===== src/pmr_consts.svh =====
`ifndef PMR_CONSTS_SVH
`define PMR_CONSTS_SVH

// Register offsets
`define PMR_ADDR_LINREG 8'h08
`define PMR_ADDR_CTL0 8'h09
`define PMR_ADDR_CTL1 8'h0A
`define PMR_ADDR_PINDATA 8'h0B
`define PMR_ADDR_PINDIR 8'h0C
`define PMR_ADDR_MASK0 8'h0D
`define PMR_ADDR_MASK1 8'h0E
`define PMR_ADDR_MASK2 8'h0F
`define PMR_ADDR_FLAGS 8'h10

// Field positions
`define PMR_LINREG_KEEP_BIT 7
`define PMR_LINREG_DISCH_BIT 6
`define PMR_CTL0_FPWM_BIT 7
`define PMR_CTL1_HOLD_BIT 5
`define PMR_CTL1_RDLY_BIT 0
`define PMR_DIR_LED3_BIT 7
`define PMR_DIR_LED2_BIT 6
`define PMR_FLAG_VBAT_BIT 1

// Reset values, fixed read bits and both-edge event mask
`define PMR_RST_LINREG 8'h65
`define PMR_RST_FPWM 1'b0
`define PMR_RST_HOLD 1'b0
`define PMR_RST_RDLY 1'b1
`define PMR_RST_PINDATA 4'hF
`define PMR_RST_PINDIR 4'h3
`define PMR_RST_LED 2'h3
`define PMR_RST_MASK 8'hFF
`define PMR_RST_MASK2 7'h7F
`define PMR_RST_FLAGS 8'h00
`define PMR_CTL1_FIXED 8'h04
`define PMR_PINDIR_FIXED 8'h30
`define PMR_MASK2_FIXED 8'h01
`define PMR_BOTH_EDGE 8'h0C

// Voltage code table, millivolts
`define PMR_MV_BASE 12'h320
`define PMR_MV_STEP_FINE 12'h019
`define PMR_MV_MID 12'h640
`define PMR_MV_STEP_COARSE 12'h032
`define PMR_MV_TOP 12'hC1C
`define PMR_MV_STEP_TOP 12'h064
`define PMR_CODE_FINE_END 6'h20
`define PMR_CODE_COARSE_END 6'h3C

// Timing and device address
`define PMR_CLK_HZ 20000000
`define PMR_DEBOUNCE_US 1000
`define PMR_DEBOUNCE_CYC (`PMR_DEBOUNCE_US * (`PMR_CLK_HZ / 1000000))
`define PMR_DEV_ADDR 7'h48

`endif


===== src/pmr_pkg.sv =====
package pmr_pkg;
	typedef enum logic [2:0] {
		TS_IDLE,
		TS_ADDR,
		TS_REG,
		TS_WDATA,
		TS_RDATA,
		TS_RACK
	} pmr_twi_state_t;
endpackage


===== src/pmr_regs.sv =====
// Notes on behaviour
// - Keep-on bit holds linear regulator past release
// - Discharge output while regulator disabled, if enabled
// - Low six bits select regulator voltage code
// - Code maps to 25/50/100 mV step table
// - Bit 7 at 09h forces fixed-frequency mode
// - Bits 6,5 at 09h show power-bad or disabled
// - Hold bit ORed with button enables converter; regulator also needs hold pin, button or keep-on bit
// - Bit 4 at 0Ah shows debounced button
// - Pin data reads input; write 0 drives low
// - Direction bits: 1 input, 0 output
// - Bits 7,6 select LED driver on pins 3,2
// - Mask bit 1 suppresses event; resets to 1
// - Charger flags set on listed edges
// - Flags set when unmasked, cleared by read
// - Comparator flag suppressed while comparator disabled
// - Undervoltage or reset reloads all defaults
`include "pmr_consts.svh"

module pmr_regs import pmr_pkg::*; #(
	parameter int DEBOUNCE_CYC = `PMR_DEBOUNCE_CYC,
	parameter logic [6:0] DEV_ADDR = `PMR_DEV_ADDR
) (
	input wire logic clk_i,
	input wire logic rstn_i,
	input wire logic undervoltage_i,
	input wire logic scl_i,
	input wire logic sda_i,
	output logic sda_o,
	output logic sda_oe_n_o,
	input wire logic button_input_n_i,
	input wire logic linreg_hold_pin_i,
	input wire logic converter_power_bad_i,
	input wire logic linreg_power_bad_i,
	input wire logic [7:0] charger_status_i,
	input wire logic vbat_comp_en_i,
	input wire logic [3:0] pin_i,
	output logic [3:0] pin_o,
	output logic [3:0] pin_oe_n_o,
	output logic [1:0] led_drive_o,
	output logic linreg_enable_o,
	output logic linreg_discharge_o,
	output logic [5:0] linreg_vcode_o,
	output logic [11:0] linreg_mv_o,
	output logic converter_enable_o,
	output logic converter_forced_pwm_o,
	output logic reset_delay_long_o
);
	localparam int DBW = $clog2(DEBOUNCE_CYC + 1);
	localparam int SW = 17;
	// Button pin idles high (released); avoids a false press after reset
	localparam logic [SW-1:0] SYNC_RST = 17'h08000;

	logic [SW-1:0] raw, s1_q, s2_q, s3_q, f_q;
	logic uvlo, btn_n, hold_pin, conv_bad, lin_bad;
	logic [7:0] chg;
	logic [3:0] pins;
	logic clr;

	logic [7:0] addr;
	logic wr_en, rd_load, rd_done;
	logic [7:0] wr_data, rd_data;

	logic [7:0] linreg_q;
	logic fpwm_q, hold_q, rdly_q;
	logic [3:0] pdata_q, pdir_q;
	logic [1:0] led_q;
	logic [7:0] mask0_q, mask1_q;
	logic [6:0] mask2_q;
	logic [7:0] flags_q, snap_q, chg_prev_q, flag_set;
	logic btn_q;
	logic [DBW-1:0] db_cnt_q;
	logic sys_hold, lin_en, conv_en;

	assign raw = {undervoltage_i, button_input_n_i, linreg_hold_pin_i,
		converter_power_bad_i, linreg_power_bad_i, charger_status_i, pin_i};

	// Three-stage sync, change taken once stages two and three agree
	always_ff @(posedge clk_i) begin
		if (!rstn_i) begin
			s1_q <= SYNC_RST;
			s2_q <= SYNC_RST;
			s3_q <= SYNC_RST;
			f_q <= SYNC_RST;
		end else begin
			s1_q <= raw;
			s2_q <= s1_q;
			s3_q <= s2_q;
			f_q <= (~(s2_q ^ s3_q) & s3_q) | ((s2_q ^ s3_q) & f_q);
		end
	end

	assign uvlo = f_q[16];
	assign btn_n = f_q[15];
	assign hold_pin = f_q[14];
	assign conv_bad = f_q[13];
	assign lin_bad = f_q[12];
	assign chg = f_q[11:4];
	assign pins = f_q[3:0];
	assign clr = !rstn_i || uvlo;

	pmr_twi_slave #(
		.DEV_ADDR(DEV_ADDR)
	) u_twi (
		.clk_i(clk_i),
		.rstn_i(rstn_i),
		.scl_i(scl_i),
		.sda_i(sda_i),
		.sda_o(sda_o),
		.sda_oe_n_o(sda_oe_n_o),
		.addr_o(addr),
		.wr_en_o(wr_en),
		.wr_data_o(wr_data),
		.rd_data_i(rd_data),
		.rd_load_o(rd_load),
		.rd_done_o(rd_done)
	);

	// Button debounce: level must hold for the full count
	always_ff @(posedge clk_i) begin
		if (clr) begin
			btn_q <= 1'b0;
			db_cnt_q <= '0;
		end else if (btn_q == !btn_n) begin
			db_cnt_q <= '0;
		end else if (db_cnt_q == DBW'(DEBOUNCE_CYC - 1)) begin
			btn_q <= !btn_n;
			db_cnt_q <= '0;
		end else begin
			db_cnt_q <= db_cnt_q + DBW'(1);
		end
	end

	// Register writes; only writable fields are stored
	always_ff @(posedge clk_i) begin
		if (clr) begin
			linreg_q <= `PMR_RST_LINREG;
			fpwm_q <= `PMR_RST_FPWM;
			hold_q <= `PMR_RST_HOLD;
			rdly_q <= `PMR_RST_RDLY;
			pdata_q <= `PMR_RST_PINDATA;
			pdir_q <= `PMR_RST_PINDIR;
			led_q <= `PMR_RST_LED;
			mask0_q <= `PMR_RST_MASK;
			mask1_q <= `PMR_RST_MASK;
			mask2_q <= `PMR_RST_MASK2;
		end else if (wr_en) begin
			unique case (addr)
				`PMR_ADDR_LINREG: linreg_q <= wr_data;
				`PMR_ADDR_CTL0: fpwm_q <= wr_data[`PMR_CTL0_FPWM_BIT];
				`PMR_ADDR_CTL1: begin
					hold_q <= wr_data[`PMR_CTL1_HOLD_BIT];
					rdly_q <= wr_data[`PMR_CTL1_RDLY_BIT];
				end
				`PMR_ADDR_PINDATA: pdata_q <= wr_data[3:0];
				`PMR_ADDR_PINDIR: begin
					pdir_q <= wr_data[3:0];
					led_q <= {wr_data[`PMR_DIR_LED3_BIT], wr_data[`PMR_DIR_LED2_BIT]};
				end
				`PMR_ADDR_MASK0: mask0_q <= wr_data;
				`PMR_ADDR_MASK1: mask1_q <= wr_data;
				`PMR_ADDR_MASK2: mask2_q <= wr_data[7:1];
				default: ;
			endcase
		end
	end

	// Read mux; unmapped offsets read zero
	always_comb begin
		rd_data = 8'h00;
		unique case (addr)
			`PMR_ADDR_LINREG: rd_data = linreg_q;
			`PMR_ADDR_CTL0: rd_data = {fpwm_q, conv_bad || !conv_en,
				lin_bad || !lin_en, 5'h00};
			`PMR_ADDR_CTL1: rd_data = `PMR_CTL1_FIXED | {2'h0, hold_q, btn_q,
				3'h0, rdly_q};
			`PMR_ADDR_PINDATA: rd_data = {4'h0, pins};
			`PMR_ADDR_PINDIR: rd_data = `PMR_PINDIR_FIXED | {led_q, 2'h0, pdir_q};
			`PMR_ADDR_MASK0: rd_data = mask0_q;
			`PMR_ADDR_MASK1: rd_data = mask1_q;
			`PMR_ADDR_MASK2: rd_data = `PMR_MASK2_FIXED | {mask2_q, 1'b0};
			`PMR_ADDR_FLAGS: rd_data = flags_q;
			default: rd_data = 8'h00;
		endcase
	end

	// Event edges: rising for most, both edges for active and input-good
	always_comb begin
		flag_set = ((chg & ~chg_prev_q) | (`PMR_BOTH_EDGE & (chg ^ chg_prev_q)))
			& ~mask0_q;
		if (!vbat_comp_en_i) begin
			flag_set[`PMR_FLAG_VBAT_BIT] = 1'b0;
		end
	end

	// Read-clear drops only bits that were shifted out; new sets win
	always_ff @(posedge clk_i) begin
		if (clr) begin
			flags_q <= `PMR_RST_FLAGS;
			snap_q <= 8'h00;
			chg_prev_q <= 8'h00;
		end else begin
			chg_prev_q <= chg;
			if (rd_load) begin
				snap_q <= (addr == `PMR_ADDR_FLAGS) ? flags_q : 8'h00;
			end
			if (rd_done) begin
				flags_q <= (flags_q & ~snap_q) | flag_set;
			end else begin
				flags_q <= flags_q | flag_set;
			end
		end
	end

	// Enable logic
	assign sys_hold = hold_q || btn_q;
	assign conv_en = sys_hold;
	assign lin_en = sys_hold && (hold_pin || btn_q || linreg_q[`PMR_LINREG_KEEP_BIT]);

	function automatic logic [11:0] code_to_mv(input logic [5:0] c);
		if (c <= `PMR_CODE_FINE_END) begin
			code_to_mv = `PMR_MV_BASE + 12'(c) * `PMR_MV_STEP_FINE;
		end else if (c <= `PMR_CODE_COARSE_END) begin
			code_to_mv = `PMR_MV_MID + 12'(c - `PMR_CODE_FINE_END) * `PMR_MV_STEP_COARSE;
		end else begin
			code_to_mv = `PMR_MV_TOP + 12'(c - `PMR_CODE_COARSE_END - 6'h1) * `PMR_MV_STEP_TOP;
		end
	endfunction

	// Regulator outputs
	always_ff @(posedge clk_i) begin
		if (clr) begin
			linreg_enable_o <= 1'b0;
			linreg_discharge_o <= 1'b0;
			linreg_vcode_o <= 6'(`PMR_RST_LINREG & 8'h3F);
			linreg_mv_o <= 12'h000;
			converter_enable_o <= 1'b0;
			converter_forced_pwm_o <= `PMR_RST_FPWM;
			reset_delay_long_o <= `PMR_RST_RDLY;
		end else begin
			linreg_enable_o <= lin_en;
			linreg_discharge_o <= linreg_q[`PMR_LINREG_DISCH_BIT] && !lin_en;
			linreg_vcode_o <= linreg_q[5:0];
			linreg_mv_o <= code_to_mv(linreg_q[5:0]);
			converter_enable_o <= conv_en;
			converter_forced_pwm_o <= fpwm_q;
			reset_delay_long_o <= rdly_q;
		end
	end

	// Open-drain pins: drive low when output and data 0
	always_ff @(posedge clk_i) begin
		if (clr) begin
			pin_o <= 4'h0;
			pin_oe_n_o <= 4'hF;
			led_drive_o <= 2'h0;
		end else begin
			pin_o <= 4'h0;
			pin_oe_n_o <= pdir_q | pdata_q;
			led_drive_o <= led_q & ~pdir_q[3:2] & ~pdata_q[3:2];
		end
	end
endmodule


===== src/pmr_twi_slave.sv =====
`include "pmr_consts.svh"

module pmr_twi_slave import pmr_pkg::*; #(
	parameter logic [6:0] DEV_ADDR = `PMR_DEV_ADDR
) (
	input wire logic clk_i,
	input wire logic rstn_i,
	input wire logic scl_i,
	input wire logic sda_i,
	output logic sda_o,
	output logic sda_oe_n_o,
	output logic [7:0] addr_o,
	output logic wr_en_o,
	output logic [7:0] wr_data_o,
	input wire logic [7:0] rd_data_i,
	output logic rd_load_o,
	output logic rd_done_o
);
	logic [1:0] s1_q, s2_q, s3_q, f_q, p_q;
	logic scl, sda, rise, fall, start, stop;
	pmr_twi_state_t st_q;
	logic [7:0] sh_q;
	logic [3:0] cnt_q;
	logic ack_q, rw_q;

	// Three-stage sync, change taken once stages two and three agree
	always_ff @(posedge clk_i) begin
		if (!rstn_i) begin
			s1_q <= 2'h3;
			s2_q <= 2'h3;
			s3_q <= 2'h3;
			f_q <= 2'h3;
			p_q <= 2'h3;
		end else begin
			s1_q <= {scl_i, sda_i};
			s2_q <= s1_q;
			s3_q <= s2_q;
			f_q <= (~(s2_q ^ s3_q) & s3_q) | ((s2_q ^ s3_q) & f_q);
			p_q <= f_q;
		end
	end

	assign scl = f_q[1];
	assign sda = f_q[0];
	assign rise = scl & ~p_q[1];
	assign fall = ~scl & p_q[1];
	assign start = scl & p_q[1] & p_q[0] & ~sda;
	assign stop = scl & p_q[1] & ~p_q[0] & sda;

	always_ff @(posedge clk_i) begin
		if (!rstn_i) begin
			st_q <= TS_IDLE;
			sh_q <= 8'h00;
			cnt_q <= 4'h0;
			ack_q <= 1'b0;
			rw_q <= 1'b0;
			addr_o <= 8'h00;
			wr_en_o <= 1'b0;
			wr_data_o <= 8'h00;
			rd_load_o <= 1'b0;
			rd_done_o <= 1'b0;
			sda_o <= 1'b0;
			sda_oe_n_o <= 1'b1;
		end else begin
			wr_en_o <= 1'b0;
			rd_load_o <= 1'b0;
			rd_done_o <= 1'b0;
			if (start) begin
				st_q <= TS_ADDR;
				cnt_q <= 4'h0;
				ack_q <= 1'b0;
				sda_oe_n_o <= 1'b1;
			end else if (stop) begin
				st_q <= TS_IDLE;
				ack_q <= 1'b0;
				sda_oe_n_o <= 1'b1;
			end else if (rise) begin
				if (!ack_q && (st_q == TS_ADDR || st_q == TS_REG || st_q == TS_WDATA)) begin
					sh_q <= {sh_q[6:0], sda};
					cnt_q <= cnt_q + 4'h1;
				end else if (st_q == TS_RACK) begin
					// Byte fully sent: read-clear may act now
					rd_done_o <= 1'b1;
					if (sda) begin
						st_q <= TS_IDLE;
					end
				end
			end else if (fall) begin
				if (ack_q) begin
					ack_q <= 1'b0;
					sda_oe_n_o <= 1'b1;
					cnt_q <= 4'h0;
					if (st_q == TS_RDATA) begin
						sh_q <= rd_data_i;
						sda_oe_n_o <= rd_data_i[7];
						rd_load_o <= 1'b1;
					end
				end else if (st_q == TS_RACK) begin
					st_q <= TS_RDATA;
					cnt_q <= 4'h0;
					sh_q <= rd_data_i;
					sda_oe_n_o <= rd_data_i[7];
					rd_load_o <= 1'b1;
				end else if (st_q == TS_RDATA) begin
					if (cnt_q == 4'h7) begin
						sda_oe_n_o <= 1'b1;
						st_q <= TS_RACK;
					end else begin
						sh_q <= {sh_q[6:0], 1'b0};
						sda_oe_n_o <= sh_q[6];
						cnt_q <= cnt_q + 4'h1;
					end
				end else if (cnt_q == 4'h8) begin
					cnt_q <= 4'h0;
					unique case (st_q)
						TS_ADDR: begin
							if (sh_q[7:1] == DEV_ADDR) begin
								ack_q <= 1'b1;
								sda_oe_n_o <= 1'b0;
								rw_q <= sh_q[0];
								st_q <= sh_q[0] ? TS_RDATA : TS_REG;
							end else begin
								st_q <= TS_IDLE;
							end
						end
						TS_REG: begin
							addr_o <= sh_q;
							ack_q <= 1'b1;
							sda_oe_n_o <= 1'b0;
							st_q <= TS_WDATA;
						end
						TS_WDATA: begin
							wr_en_o <= 1'b1;
							wr_data_o <= sh_q;
							ack_q <= 1'b1;
							sda_oe_n_o <= 1'b0;
						end
						default: st_q <= TS_IDLE;
					endcase
				end
			end
		end
	end
endmodule


===== config.mk =====
export PLATFORM = sky130hd
export DESIGN_NAME = pmr_regs
export DESIGN_NICKNAME = d
export VERILOG_FILES = /design/src/pmr_pkg.sv /design/src/pmr_regs.sv /design/src/pmr_twi_slave.sv
export VERILOG_INCLUDE_DIRS = /design/src
export SDC_FILE = /design/constraint.sdc
export NUM_CORES = 1
export LEC_CHECK = 0
export BUFFER_PORTS_ARGS = -buffer_cell sky130_fd_sc_hd__buf_2
export CAP_MARGIN = 20
export CORE_ASPECT_RATIO = 0.75
export CORE_UTILIZATION = 40
export CTS_CLUSTER_SIZE = 14
export DETAILED_ROUTE_END_ITERATION = 7
export GPL_TIMING_DRIVEN = 0
export PLACE_DENSITY = 0.57
export SLEW_MARGIN = 20
export SYNTH_ARGS = -nofsm -noshare
export SYNTH_HDL_FRONTEND = slang
export SYNTH_SLANG_ARGS = --single-unit

===== constraint.sdc =====
create_clock -name clk_i -period 11.7 [get_ports clk_i]
set_input_delay 2.34 -clock clk_i [delete_from_list [all_inputs] [get_ports clk_i]]
set_output_delay 2.34 -clock clk_i [all_outputs]
set_load 0.005 [all_outputs]

; Word level (Yosys, flattened, before mapping)
; Cells that the tools add are included.
[word_totals]
register_bits = 227
inputBits = 22
out_inout_bits = 35
wordCells = 242
[op_classes]
addsub = 8
multipliers = 3
magnitude_cmp = 2
eq_ne = 38
muxes = 55
bitwise_logic = 46
reduce_logical = 46
[op_table]
columns = op, n
row1 = two-way mux 8 bit, 10
row2 = case mux 8 bit (9 select lines), 1
row3 = "== test 8 x 4 -> 1 bit, second input constant", 8
row4 = two-way mux 3 bit, 12
row5 = bitwise AND 17 bit, 2
row6 = two-way mux 4 bit, 8
row7 = bitwise AND 8 bit, 3
row8 = two-way mux 12 bit, 2
row9 = inverter 8 bit, 3
row10 = AND reduction 2 bit, 10
row11 = two-way mux 1 bit, 19
row12 = AND reduction 9 bit, 2
row13 = inverter 17 bit, 1
row14 = OR 17 bit, 1
row15 = bitwise XOR 17 bit, 1
row16 = "!= test 4 bit, second input constant", 4
row17 = OR 8 bit, 2
row18 = AND reduction 8 bit, 2
row19 = "adder 15 x 1 -> 15 bit, second input constant", 1
row20 = "== test 15 bit, second input constant", 1
row21 = inverter 1 bit, 14
row22 = "subtractor 6 x 6 -> 7 bit, second input constant", 2
row23 = "adder 10 x 11 -> 12 bit, first input constant", 1
row24 = "adder 11 x 12 -> 12 bit, first input constant", 1
row25 = 48 further kinds, 87

; Depth between registers and ports, before layout
; Gate-level depths: netlist of run 1.
[depth]
word_depth = 11
ltp_mapped = 18
ltp_nobuf = 17

; By module
; Synthesis of run 1 repeated with hierarchy kept, for this count alone.
[unflattened]
hier_cells = 1200
hier_area_um2 = 10670.2
[modules_own_cells]
columns = mod, n_inst, cells_per_inst, area_per_inst_um2, seq_area_each_um2
row1 = pmr_regs, 1, 954, 8444.3, 3623.5
row2 = pmr_twi_slave, 1, 246, 2225.9, 920.9

; Worst setup path after synthesis of run 1
; No wires, ideal clock.
[synth_path]
path_kind = reg2reg
start = register linreg_q[2]
end = register linreg_mv_o[11]
setup_ns = 0.070
arrival_time_ns = 3.948
required_time_ns = 11.630
setup_slack_ns = 7.683
path_stages_with_launch = 18
n_path_buf = 1
period_less_slack_ns = 4.017
path_cell_list = dfxtp_1 -> buf_2 -> inv_1 -> ha_1 -> xnor2_1 -> ha_1 -> ha_1 -> inv_1 -> fa_1 -> inv_1 -> ha_1 -> nand3_1 -> a21boi_0 -> nor4_1 -> or3_1 -> a22oi_1 -> nor2b_1 -> a21oi_1
[synth_between]
elab_chain_len = 6
word_cells_on_any_way = 13
cone_classes = add/sub: 6 / mul: 3 / order compare: 2 / mux: 2
[synth_rtl]
columns = item, line_no
row1 = "start, declared", pmr_regs.sv:64  ; logic [7:0] linreg_q;
row2 = "start signal, assigned", pmr_regs.sv:137  ; linreg_q <= `PMR_RST_LINREG;
row3 = "start signal, assigned", pmr_regs.sv:149  ; `PMR_ADDR_LINREG: linreg_q <= wr_data;
row4 = subtractor 6 x 6 -> 7 bit (no line), n/a
row5 = subtractor 7 x 2 -> 8 bit, pmr_regs.sv:226  ; code_to_mv = `PMR_MV_TOP + 12'(c - `PMR_CODE_COARSE_END - 6'h1) * `PMR_MV_STEP_TOP;
row6 = multiplier 12 x 5 -> 10 bit (no line), n/a
row7 = adder 12 bit (no line), n/a
row8 = two-way mux 12 bit, pmr_regs.sv:223  ; end else if (c <= `PMR_CODE_COARSE_END) begin
row9 = two-way mux 12 bit (*), pmr_regs.sv:221  ; if (c <= `PMR_CODE_FINE_END) begin
row10 = "end signal, assigned", pmr_regs.sv:244  ; linreg_mv_o <= code_to_mv(linreg_q[5:0]);
row11 = "end, declared", pmr_regs.sv:44  ; output logic [11:0] linreg_mv_o,
; Every way passes the cells marked *; elsewhere a longest branch is shown, timed or not.
; A chain may end at the register's enable or synchronous reset.

; Final worst setup path of run 1
[layout_path]
start = register linreg_q[0]
end = register linreg_mv_o[11]
; The elaborated chain is that of the path after synthesis.

==> results.yml, run 1 <==
outcome:
  status: "complete, no violations"
floorplan:
  die_x_um: 190
  die_area_mm2: 0.0273
  ios: 57
  start_util_pct: 40.9
  fp.dieH_um: 143
  core_mm2: 0.0260
  num_rows: 51
cts:
  cts_root_buffer: "clkbuf_16"
  cts_hold_buffers: 0
  cts_tree: "yes"
  clockBufferDepth: 3
  path_clk_slew_ns: 0.06
  h-tree-depth: 1
  postCtsSetupRepairBufs: 0
  post_cts_resized: 0
  clkSinkCount: 227
  clock_latency_ns: 0.51
  cts_buffers: 24
layout:
  regArea_mm2: 0.00454
  multiInputGateArea_mm2: 0.00558
  layout.cells.non_filler: 1645
  n_antenna_cell: 0
  final_util_pct: 46.7
  area_growth_pct: 14.2
  nets: 1383
  drive_above_1_share_pct: 10.9
  fill_cells: 2607
global_route:
  grt_pass1_vias: 7569
  gr-total-overflow: 0
  grt_pass1_wl_um: 42200
  grt_max_degree: 14
  grtUsageTotal_pct: 19.7
  antenna_found_initial: 0
worst_setup_path:
  path_max_fanout: 7
  cpPeakStageDelay_ns: 0.53
  crit_required_ns: 12.09
  path_buf_inv: 5
  cpMaxStageDelayCell: "fa_1"
  r2r_end: "linreg_mv_o[11]"
  cp-start-kind: "register"
  rrSetupSlack_ns: 6.78
  critical_path_class: "register to register"
  cp_top_family: "adder cells"
  r2r_start: "linreg_q[0]"
  rr_worst_depth: 18
  critPathArrivalTime_ns: 5.31
  cp_cell_sequence: "clkbuf_2, inv_1, ha_1, xor2_1, inv_1, ha_1, ha_1, inv_1, fa_1, inv_1, ha_1, a21oi_1, a21boi_0, nor4_1, o21ai_0, o211ai_1, nor2b_1, a21oi_1"
  cp-end-kind: "register"
sta:
  finalHoldViolCount: 0
  post-route-period-util_pct: 42.0
  setup-violations-final: 0
  clock_skew_ns: 0.0174
  max_freq_mhz: 203
  grt_setup_unrepaired: "no"
  maxSlewViolCount: 0
  slew_headroom_pct: 27.2
  tightest_slew_ns: 1.08
  setup_tns_ns: 0
  period_needed_ns: 4.92
pwr:
  total_power_uw: 1590
  peakVddDrop_v: 0.000105
  p_leak_uw: 0.00507
  p_per_area_mw_per_mm2: 131
route:
  ant_nets: 0
  vias: 8528
  wl_per_cell_um: 16.4
  drc: 0
  dr.pass1.iters: 5
  drt_wl_total_um: 26900
  vias_per_cell: 5.18
  drt_iter0_drc: 665
logic_synthesis:
  syn_area_per_cell_um2: 8.84
  ys.flop_type: "dfxtp_1"
  ys_types: 81
  synthTopCellsByArea: "dfxtp_1, ha_1, nand2_1, a21oi_1, nor2_1"
  yosysWarnings: 0
  synthCells: 1204
  synth_top_cell_area_share_pct: 42.7
  async_flop_share_pct: 0
  synth_edf_count: 0
  synth_area_mm2: 0.0106
  synth_seq_cells: 227
  synth_top_area_cell: "dfxtp_1"
  synth_seq_area_share_pct: 42.7
worst_hold_path:
  holdPathEnd: "u_twi.s2_q[1]"
  holdPathStages: 1
  min_from: "u_twi.s1_q[1]"
  hold_path.class: "register to register"
placed_design:
  gp_congestion: 0.898
  port_buffers: 50
  dp_cells: 1602
  dp_hpwl_um: 20100
job:
  max_cap_viol_count: 0
==> registers in the layout (all words and copies together), names as in the netlist, 12 cells and up, named ones only <==
signal / count
linreg_mv_o: 12
s3_q: 17
db_cnt_q: 15
s2_q: 17
s1_q: 17
==> power breakdown <==
| part | switching, uW | internal [uW] | total (uW) |
|---|---|---|---|
| sequential | 3.22 | 783 | 786 |
| clock | 306 | 472 | 778 |
| combinational | 19.4 | 11.8 | 31.2 |
| total | 329 | 1270 | 1590 |
==> per-stage QoR <==
step	hold slack [ns]	worst slack (ns)	cell area, um2
2_1_floorplan	0.386	7.68	10700
4_1_cts	0.407	6.78	12200
3_5_place_dp	0.392	6.78	11300
6_report	0.404	6.78	12200
5_1_grt	0.414	6.31	12200
3_3_place_gp	0.395	6.88	11300
==> per-layer routing <==
layer	vias to the layer above	share of wire (%)	track usage, %
met3	39	6.4	2.97
met2	231	40	26.8
met4	0	2.0	5.09
li1	4262	-	-
met1	3996	52	31.4
met5	-	0	0
==> synthesized netlist by cell type (19+ instances only) <==
| cell type | instances |
|---|---|
| mux2i_1 | 30 |
| o21ai_0 | 43 |
| ha_1 | 65 |
| and2_1 | 59 |
| a21oi_1 | 82 |
| inv_1 | 63 |
| nor2_1 | 108 |
| nand2b_1 | 23 |
| dfxtp_1 | 227 |
| nand3_1 | 62 |
| xnor2_1 | 28 |
| nand2_1 | 148 |
| clkbuf_1 | 29 |
| xor2_1 | 19 |
==> worst register-to-register path, delay by kind of cell, from the launching register on <==
kind,cells,cell delay (ns)
AND/OR/NAND/NOR,2,0.63
buffers and inverters,5,0.72
XOR/XNOR,1,0.45
flip-flops,1,0.40
AO/OA/AOI/OAI,5,0.80
adder cells (fa/ha/maj),5,1.80
==> logic make-up after synthesis <==
logic type | Yosys count | synth area share (%)
DFF | 227 | 42.7
other | 1 | 0.0352
xor gates and xnor gates | 48 | 4.02
muxes | 33 | 3.25
and+or+nand+nor | 487 | 22.6
AOI/OAI and AO/OA | 208 | 12.4
adders and majority gates | 77 | 9.90
buffers and inverters | 123 | 5.03
==> how the worst max path moves through the flow <==
stage	slack [ns]	from	to	cells after the start
detailed placement	6.78	linreg_q[0]	linreg_mv_o[11]	18
global route	6.31	linreg_q[0]	linreg_mv_o[11]	18
global placement	6.88	linreg_q[0]	linreg_mv_o[11]	18
floorplan	7.68	linreg_q[2]	linreg_mv_o[11]	17
finish	6.78	linreg_q[0]	linreg_mv_o[11]	18
CTS	6.78	linreg_q[0]	linreg_mv_o[11]	18
==> cell usage in the layout (no fill, tap or decap), types with 4 or more instances in the layout <==
cell	Yosys	final
a21oi_1	82	82
nor4_1	6	6
o211ai_1	12	12
mux2i_1	30	30
buf_2	14	64
a22oi_1	9	9
ha_1	65	65
a31oi_1	5	5
xor2_1	19	19
and3_1	15	15
clkinv_2	0	4
clkbuf_8	2	8
clkbuf_16	0	25
dfxtp_1	227	227
a21boi_0	4	4
xnor2_1	28	28
and2_1	59	59
nor3_1	7	7
or3_1	6	6
nor3b_1	7	7
o21ai_0	43	43
nand2b_1	23	23
a311oi_1	4	4
nand4_1	9	9
inv_1	63	63
nand2_1	148	148
a211oi_1	7	7
nand3_1	62	62
conb_1	1	5
buf_4	9	9
fa_1	12	12
clkbuf_1	29	33
nand3b_1	6	6
nor2_1	108	108
nor2b_1	6	6
==> layout make-up <==
cell class                      count  area share (%)
Buffer                             59            2.43
Clock buffer                       35            5.95
Clock inverter                      8           0.782
Inverter                           64            1.98
Multi-Input combinational cell    858            45.9
Sequential cell                   227            37.4
Tap cell                          344            3.54
Timing Repair Buffer               50            2.06
(Power assumes the default switching activity.)
==> run 2: changes to the inputs <==
- PLACE_DENSITY: 0.57 -> 0.59
- clock period: 11.7 -> 4.3 ns (I/O delays scaled with it)
==> results.yml, run 2 (synthesized netlist as in run 1, its figures left out) <==
cts:
  cts_tree: "yes"
  cts_buffers: 24
  h-tree-depth: 1
  clkSinkCount: 227
  clock_latency_ns: 0.52
  path_clk_slew_ns: 0.07
  cts_root_buffer: "clkbuf_16"
  clockBufferDepth: 3
sta:
  max_freq_mhz: 241
  finalHoldViolCount: 0
  tightest_slew_ns: 0.978
  maxSlewViolCount: 0
  worst_slack_ns: 0.159
  setup-violations-final: 0
  period_needed_ns: 4.14
  timing.hold.ws_ns: 0.406
  post-route-period-util_pct: 96.3
  setup_tns_ns: 0
  slew_headroom_pct: 34.2
  clock_skew_ns: 0.00975
pwr:
  p_leak_uw: 0.00514
  p_per_area_mw_per_mm2: 362
  peakVddDrop_v: 0.000288
worst_setup_path:
  path_max_fanout: 9
  cp-end-kind: "register"
  critPathArrivalTime_ns: 4.53
  crit_required_ns: 4.69
  critical_path_class: "register to register"
  cp-start-kind: "register"
  rrSetupSlack_ns: 0.16
layout:
  n_antenna_cell: 0
  final_common_cell: "dfxtp_1"
  area_growth_pct: 17.2
  final_util_pct: 47.9
  reg.largest.list: "s1_q: 17 flops, s2_q: 17 flops, s3_q: 17 flops"
  final_cell_mix: "dfxtp_1, nand2_1, nor2_1"
  drive_above_1_share_pct: 13.4
  nets: 1389
route:
  vias_per_cell: 5.15
  drt_wl_total_um: 27000
  vias: 8507
  drc: 0
  wl_per_cell_um: 16.3
  drt_iter0_drc: 695
  dr.pass1.iters: 5
  ant_nets: 0
placed_design:
  port_buffers: 50
  dp_hpwl_um: 20000
  pre_cts_ws_ns: -0.570
  gp_congestion: 0.921
global_route:
  grt_max_degree: 15
  gr-total-overflow: 0
  grtUsageTotal_pct: 19.8
  antenna_found_initial: 1
  grt_pass1_wl_um: 42400
  grt_pass1_vias: 7651
job:
  max_cap_viol_count: 0
floorplan:
  fp.dieH_um: 143
  start_util_pct: 40.9
  die_area_mm2: 0.0273
  die_x_um: 190
  num_rows: 51
  ios: 57
  core_mm2: 0.0260
outcome:
  status: "complete, no violations"
worst_hold_path:
  hold_path.class: "register to register"
==> run 2: cell types whose count changed in the layout (fill, tap and decap cells not counted), sizes merged <==
cell and delta:
buf +6, bufinv +3, clkbuf -4, clkinv -2
clkinvlp +5, inv -2
==> run 2: cell type report <==
type	instances	area (um2)
Buffer	59	310
Clock buffer	31	678
Clock inverter	12	205
Fill cell	2504	13600
Inverter	64	251
Multi-Input combinational cell	858	5740
Sequential cell	227	4560
Tap cell	344	430
Timing Repair Buffer	56	295
==> run 2: final timing paths <==
kind / cells after the start / from / end
setup / recovery: 17 / linreg_q[2] / linreg_mv_o[11]
setup reg to reg: 17 / linreg_q[2] / linreg_mv_o[11]
hold / removal: 1 / u_twi.s1_q[1] / u_twi.s2_q[1]
hold reg to reg: 1 / u_twi.s1_q[1] / u_twi.s2_q[1]
==> run 2: critical path: stages, from the launching register on <==
cell and delay [ns]:
dfxtp_2 0.39, buf_6 0.19, clkinvlp_4 0.14, ha_4 0.31
xnor2_4 0.17, ha_1 0.30, ha_1 0.28, inv_1 0.05
fa_1 0.54, inv_1 0.07, ha_4 0.31, nand3_2 0.13
and3b_2 0.27, nor4_4 0.29, o21ai_0 0.16, o211ai_1 0.12
nor2b_1 0.20, a21oi_1 0.10
==> run 2: power by group <==
part           internal (uW)  switching [uW]
Sequential              2130            8.62
Clock                   1420             881
Combinational           32.0            52.0
Total                   3580             941
==> run 2: timing repair <==
| item | in CTS | in global routing |
|---|---|---|
| endpoints found under the setup margin | 3 | 3 |
| resized for setup | 22 | 20 |
| hold buffers | 0 | 0 |
| setup buffers | 3 | 3 |
| pin swaps | 2 | 1 |
==> run 2: layer usage <==
layer	share of wire [%]	global-route usage (%)
met5	0	0
met4	1.5	4.04
met3	5.8	3.12
met2	41	28.2
met1	51	30.8
==> run 2: stage by stage <==
step	instances	total power (uW)	cell area (um2)
CTS	1648	4570	12300
detailed placement	1602	2270	11300
floorplan	1208	2230	10700
global route	1651	4660	12500
global placement	1602	2270	11300
finish	1651	4520	12500
==> run 3: changes to the inputs <==
- SYNTH_HIERARCHICAL: not set -> 1
==> results.yml, run 3 <==
route:
  ant_nets: 0
  drt_wl_total_um: 27300
  drt_iter0_drc: 669
  drc: 0
  vias_per_cell: 5.17
  dr.pass1.iters: 6
  wl_per_cell_um: 16.5
  vias: 8550
placed_design:
  port_buffers: 51
  gp_congestion: 0.904
  dp_hpwl_um: 19900
floorplan:
  die_area_mm2: 0.0273
  start_util_pct: 40.9
  fp.dieH_um: 143
  ios: 57
  num_rows: 51
  core_mm2: 0.0261
  die_x_um: 191
cts:
  clock_latency_ns: 0.52
  cts_buffers: 24
  cts_tree: "yes"
  cts_root_buffer: "clkbuf_16"
  h-tree-depth: 1
  clkSinkCount: 227
  cts_hold_buffers: 0
  path_clk_slew_ns: 0.06
  clockBufferDepth: 3
pwr:
  p_per_area_mw_per_mm2: 337
  peakVddDrop_v: 0.000233
  p_leak_uw: 0.00521
  total_power_uw: 4230
sta:
  tightest_slew_ns: 0.835
  maxSlewViolCount: 0
  clock_skew_ns: 0.0125
  finalHoldViolCount: 0
  setup_tns_ns: -0.0374
  max_freq_mhz: 231
  grt_setup_unrepaired: "yes"
  post-route-period-util_pct: 101
  slew_headroom_pct: 43.8
  worst_slack_ns: -0.0374
  period_needed_ns: 4.34
  setup-violations-final: 1
logic_synthesis:
  yosysWarnings: 6
  syn_area_per_cell_um2: 8.89
  synth_area_mm2: 0.0107
  synth_top_area_cell: "dfxtp_1"
  synthTopCellsByArea: "dfxtp_1, ha_1, nand2_1, nand3_1, and2_1"
  synth_seq_cells: 227
  ys_types: 74
  synth_seq_area_share_pct: 42.6
  synth_edf_count: 0
  synthCells: 1200
  synth_top_cell_area_share_pct: 42.6
  async_flop_share_pct: 0
  synthTopCellsByCount: "dfxtp_1, nand2_1, nand3_1, nor2_1, ha_1"
  ys.flop_type: "dfxtp_1"
  synthMostInstantiatedCell: "dfxtp_1"
worst_setup_path:
  r2r_end: "linreg_mv_o[11]"
  critical_path_class: "register to register"
  path_max_fanout: 7
  critPathArrivalTime_ns: 4.75
  path_buf_inv: 0
  cpMaxStageDelayCell: "fa_1"
  rrSetupSlack_ns: -0.04
  r2r_start: "linreg_q[3]"
  cp_top_family: "adder cells"
  cp-end-kind: "register"
  cp_common_cell: "ha_1"
  rr_worst_depth: 13
  cpPeakStageDelay_ns: 0.49
  crit_required_ns: 4.71
  cp-start-kind: "register"
  cp_cell_sequence: "ha_1, a21boi_0, nor2_2, xnor2_2, ha_1, ha_1, fa_1, ha_1, xor2_2, or3_4, a211oi_4, nor4_4, a32o_1"
layout:
  regArea_mm2: 0.00456
  n_antenna_cell: 0
  final_common_cell: "dfxtp_1"
  reg.largest.list: "s1_q: 17 flops, s2_q: 17 flops, s3_q: 17 flops"
  final_cell_mix: "dfxtp_1, nand2_1, nand3_1"
  drive_above_1_share_pct: 13.8
  fill_cells: 2495
  nets: 1393
  multiInputGateArea_mm2: 0.00588
  area_growth_pct: 17.7
global_route:
  gr-total-overflow: 0
  antenna_found_initial: 0
  grt_pass1_wl_um: 43400
  grtUsageTotal_pct: 20.2
  grt_max_degree: 14
  grt_pass1_vias: 7816
outcome:
  violations: "negative setup slack"
  status: "finished with violations"
worst_hold_path:
  holdPathStages: 1
  hold_path.class: "register to register"
  min_from: "u_twi/s1_q[1]"
  holdPathEnd: "u_twi/s2_q[1]"
job:
  max_cap_viol_count: 0
-- run 3: logic make-up after synthesis --
logic type	after synthesis	synth area share [%]
xor+xnor	46	3.85
buf+inv	124	4.98
compound gates	194	12.3
fa+ha+maj	78	9.92
mux	28	2.79
other cells	2	0.0704
flops	227	42.6
simple gates	501	23.5
-- run 3: report_power, final --
part / leakage [uW] / internal [uW] / switching [uW]
logic: 0.00299 / 33.3 / 52.5
registers: 0.00184 / 2130 / 8.64
clock network: 0.000375 / 1190 / 822
total: 0.00521 / 3350 / 883
-- run 3: worst max path at each step --
| stage | startpoint | depth (start not counted) | endpoint | slack (ns) |
|---|---|---|---|---|
| final | linreg_q[3] | 13 | linreg_mv_o[11] | -0.04 |
| after global routing | linreg_q[3] | 13 | linreg_mv_o[11] | -0.17 |
| after CTS | linreg_q[1] | 18 | linreg_mv_o[11] | 0.0004 |
| after detailed placement | linreg_q[2] | 17 | linreg_mv_o[11] | -0.73 |
| after global placement | linreg_q[2] | 17 | linreg_mv_o[11] | -0.71 |
| after floorplan | linreg_q[0] | 19 | linreg_mv_o[11] | 0.01 |
-- run 3: what timing repair did --
| item | CTS | global route |
|---|---|---|
| resized for setup | 53 | 3 |
| endpoints found under the setup margin | 3 | 1 |
| setup buffers | 13 | 0 |
| pin swaps | 14 | 0 |
-- run 3: cell type report --
cell class                      instances  share of cell area, %
Multi-Input combinational cell        852                   46.8
Sequential cell                       227                   36.3
Clock buffer                           36                   5.63
Tap cell                              344                   3.43
Timing Repair Buffer                   64                   2.84
Buffer                                 62                   2.60
Inverter                               62                   1.91
Clock inverter                          6                  0.458
-- run 3: stage by stage --
| stage | util (%) | area [um2] | hold WS [ns] | instances | setup WS (ns) |
|---|---|---|---|---|---|
| 2_1_floorplan | - | 10700 | 0.386 | 1203 | 0.0138 |
| 3_3_place_gp | 43.6 | 11400 | 0.394 | 1598 | -0.707 |
| 3_5_place_dp | 43.6 | 11400 | 0.392 | 1598 | -0.727 |
| 4_1_cts | 48.0 | 12500 | 0.410 | 1653 | 0.000408 |
| 5_1_grt | 48.1 | 12600 | 0.417 | 1653 | -0.167 |
| 6_report | 48.1 | 12600 | 0.407 | 1653 | -0.0374 |
-- run 3: routing by layer --
metal	vias to the layer above	GRT usage [%]	share of wire, %
li1	4275	-	-
met3	41	2.95	5.4
met5	-	0	0
met2	213	29.2	41
met4	0	4.29	1.7
met1	4021	31.1	51
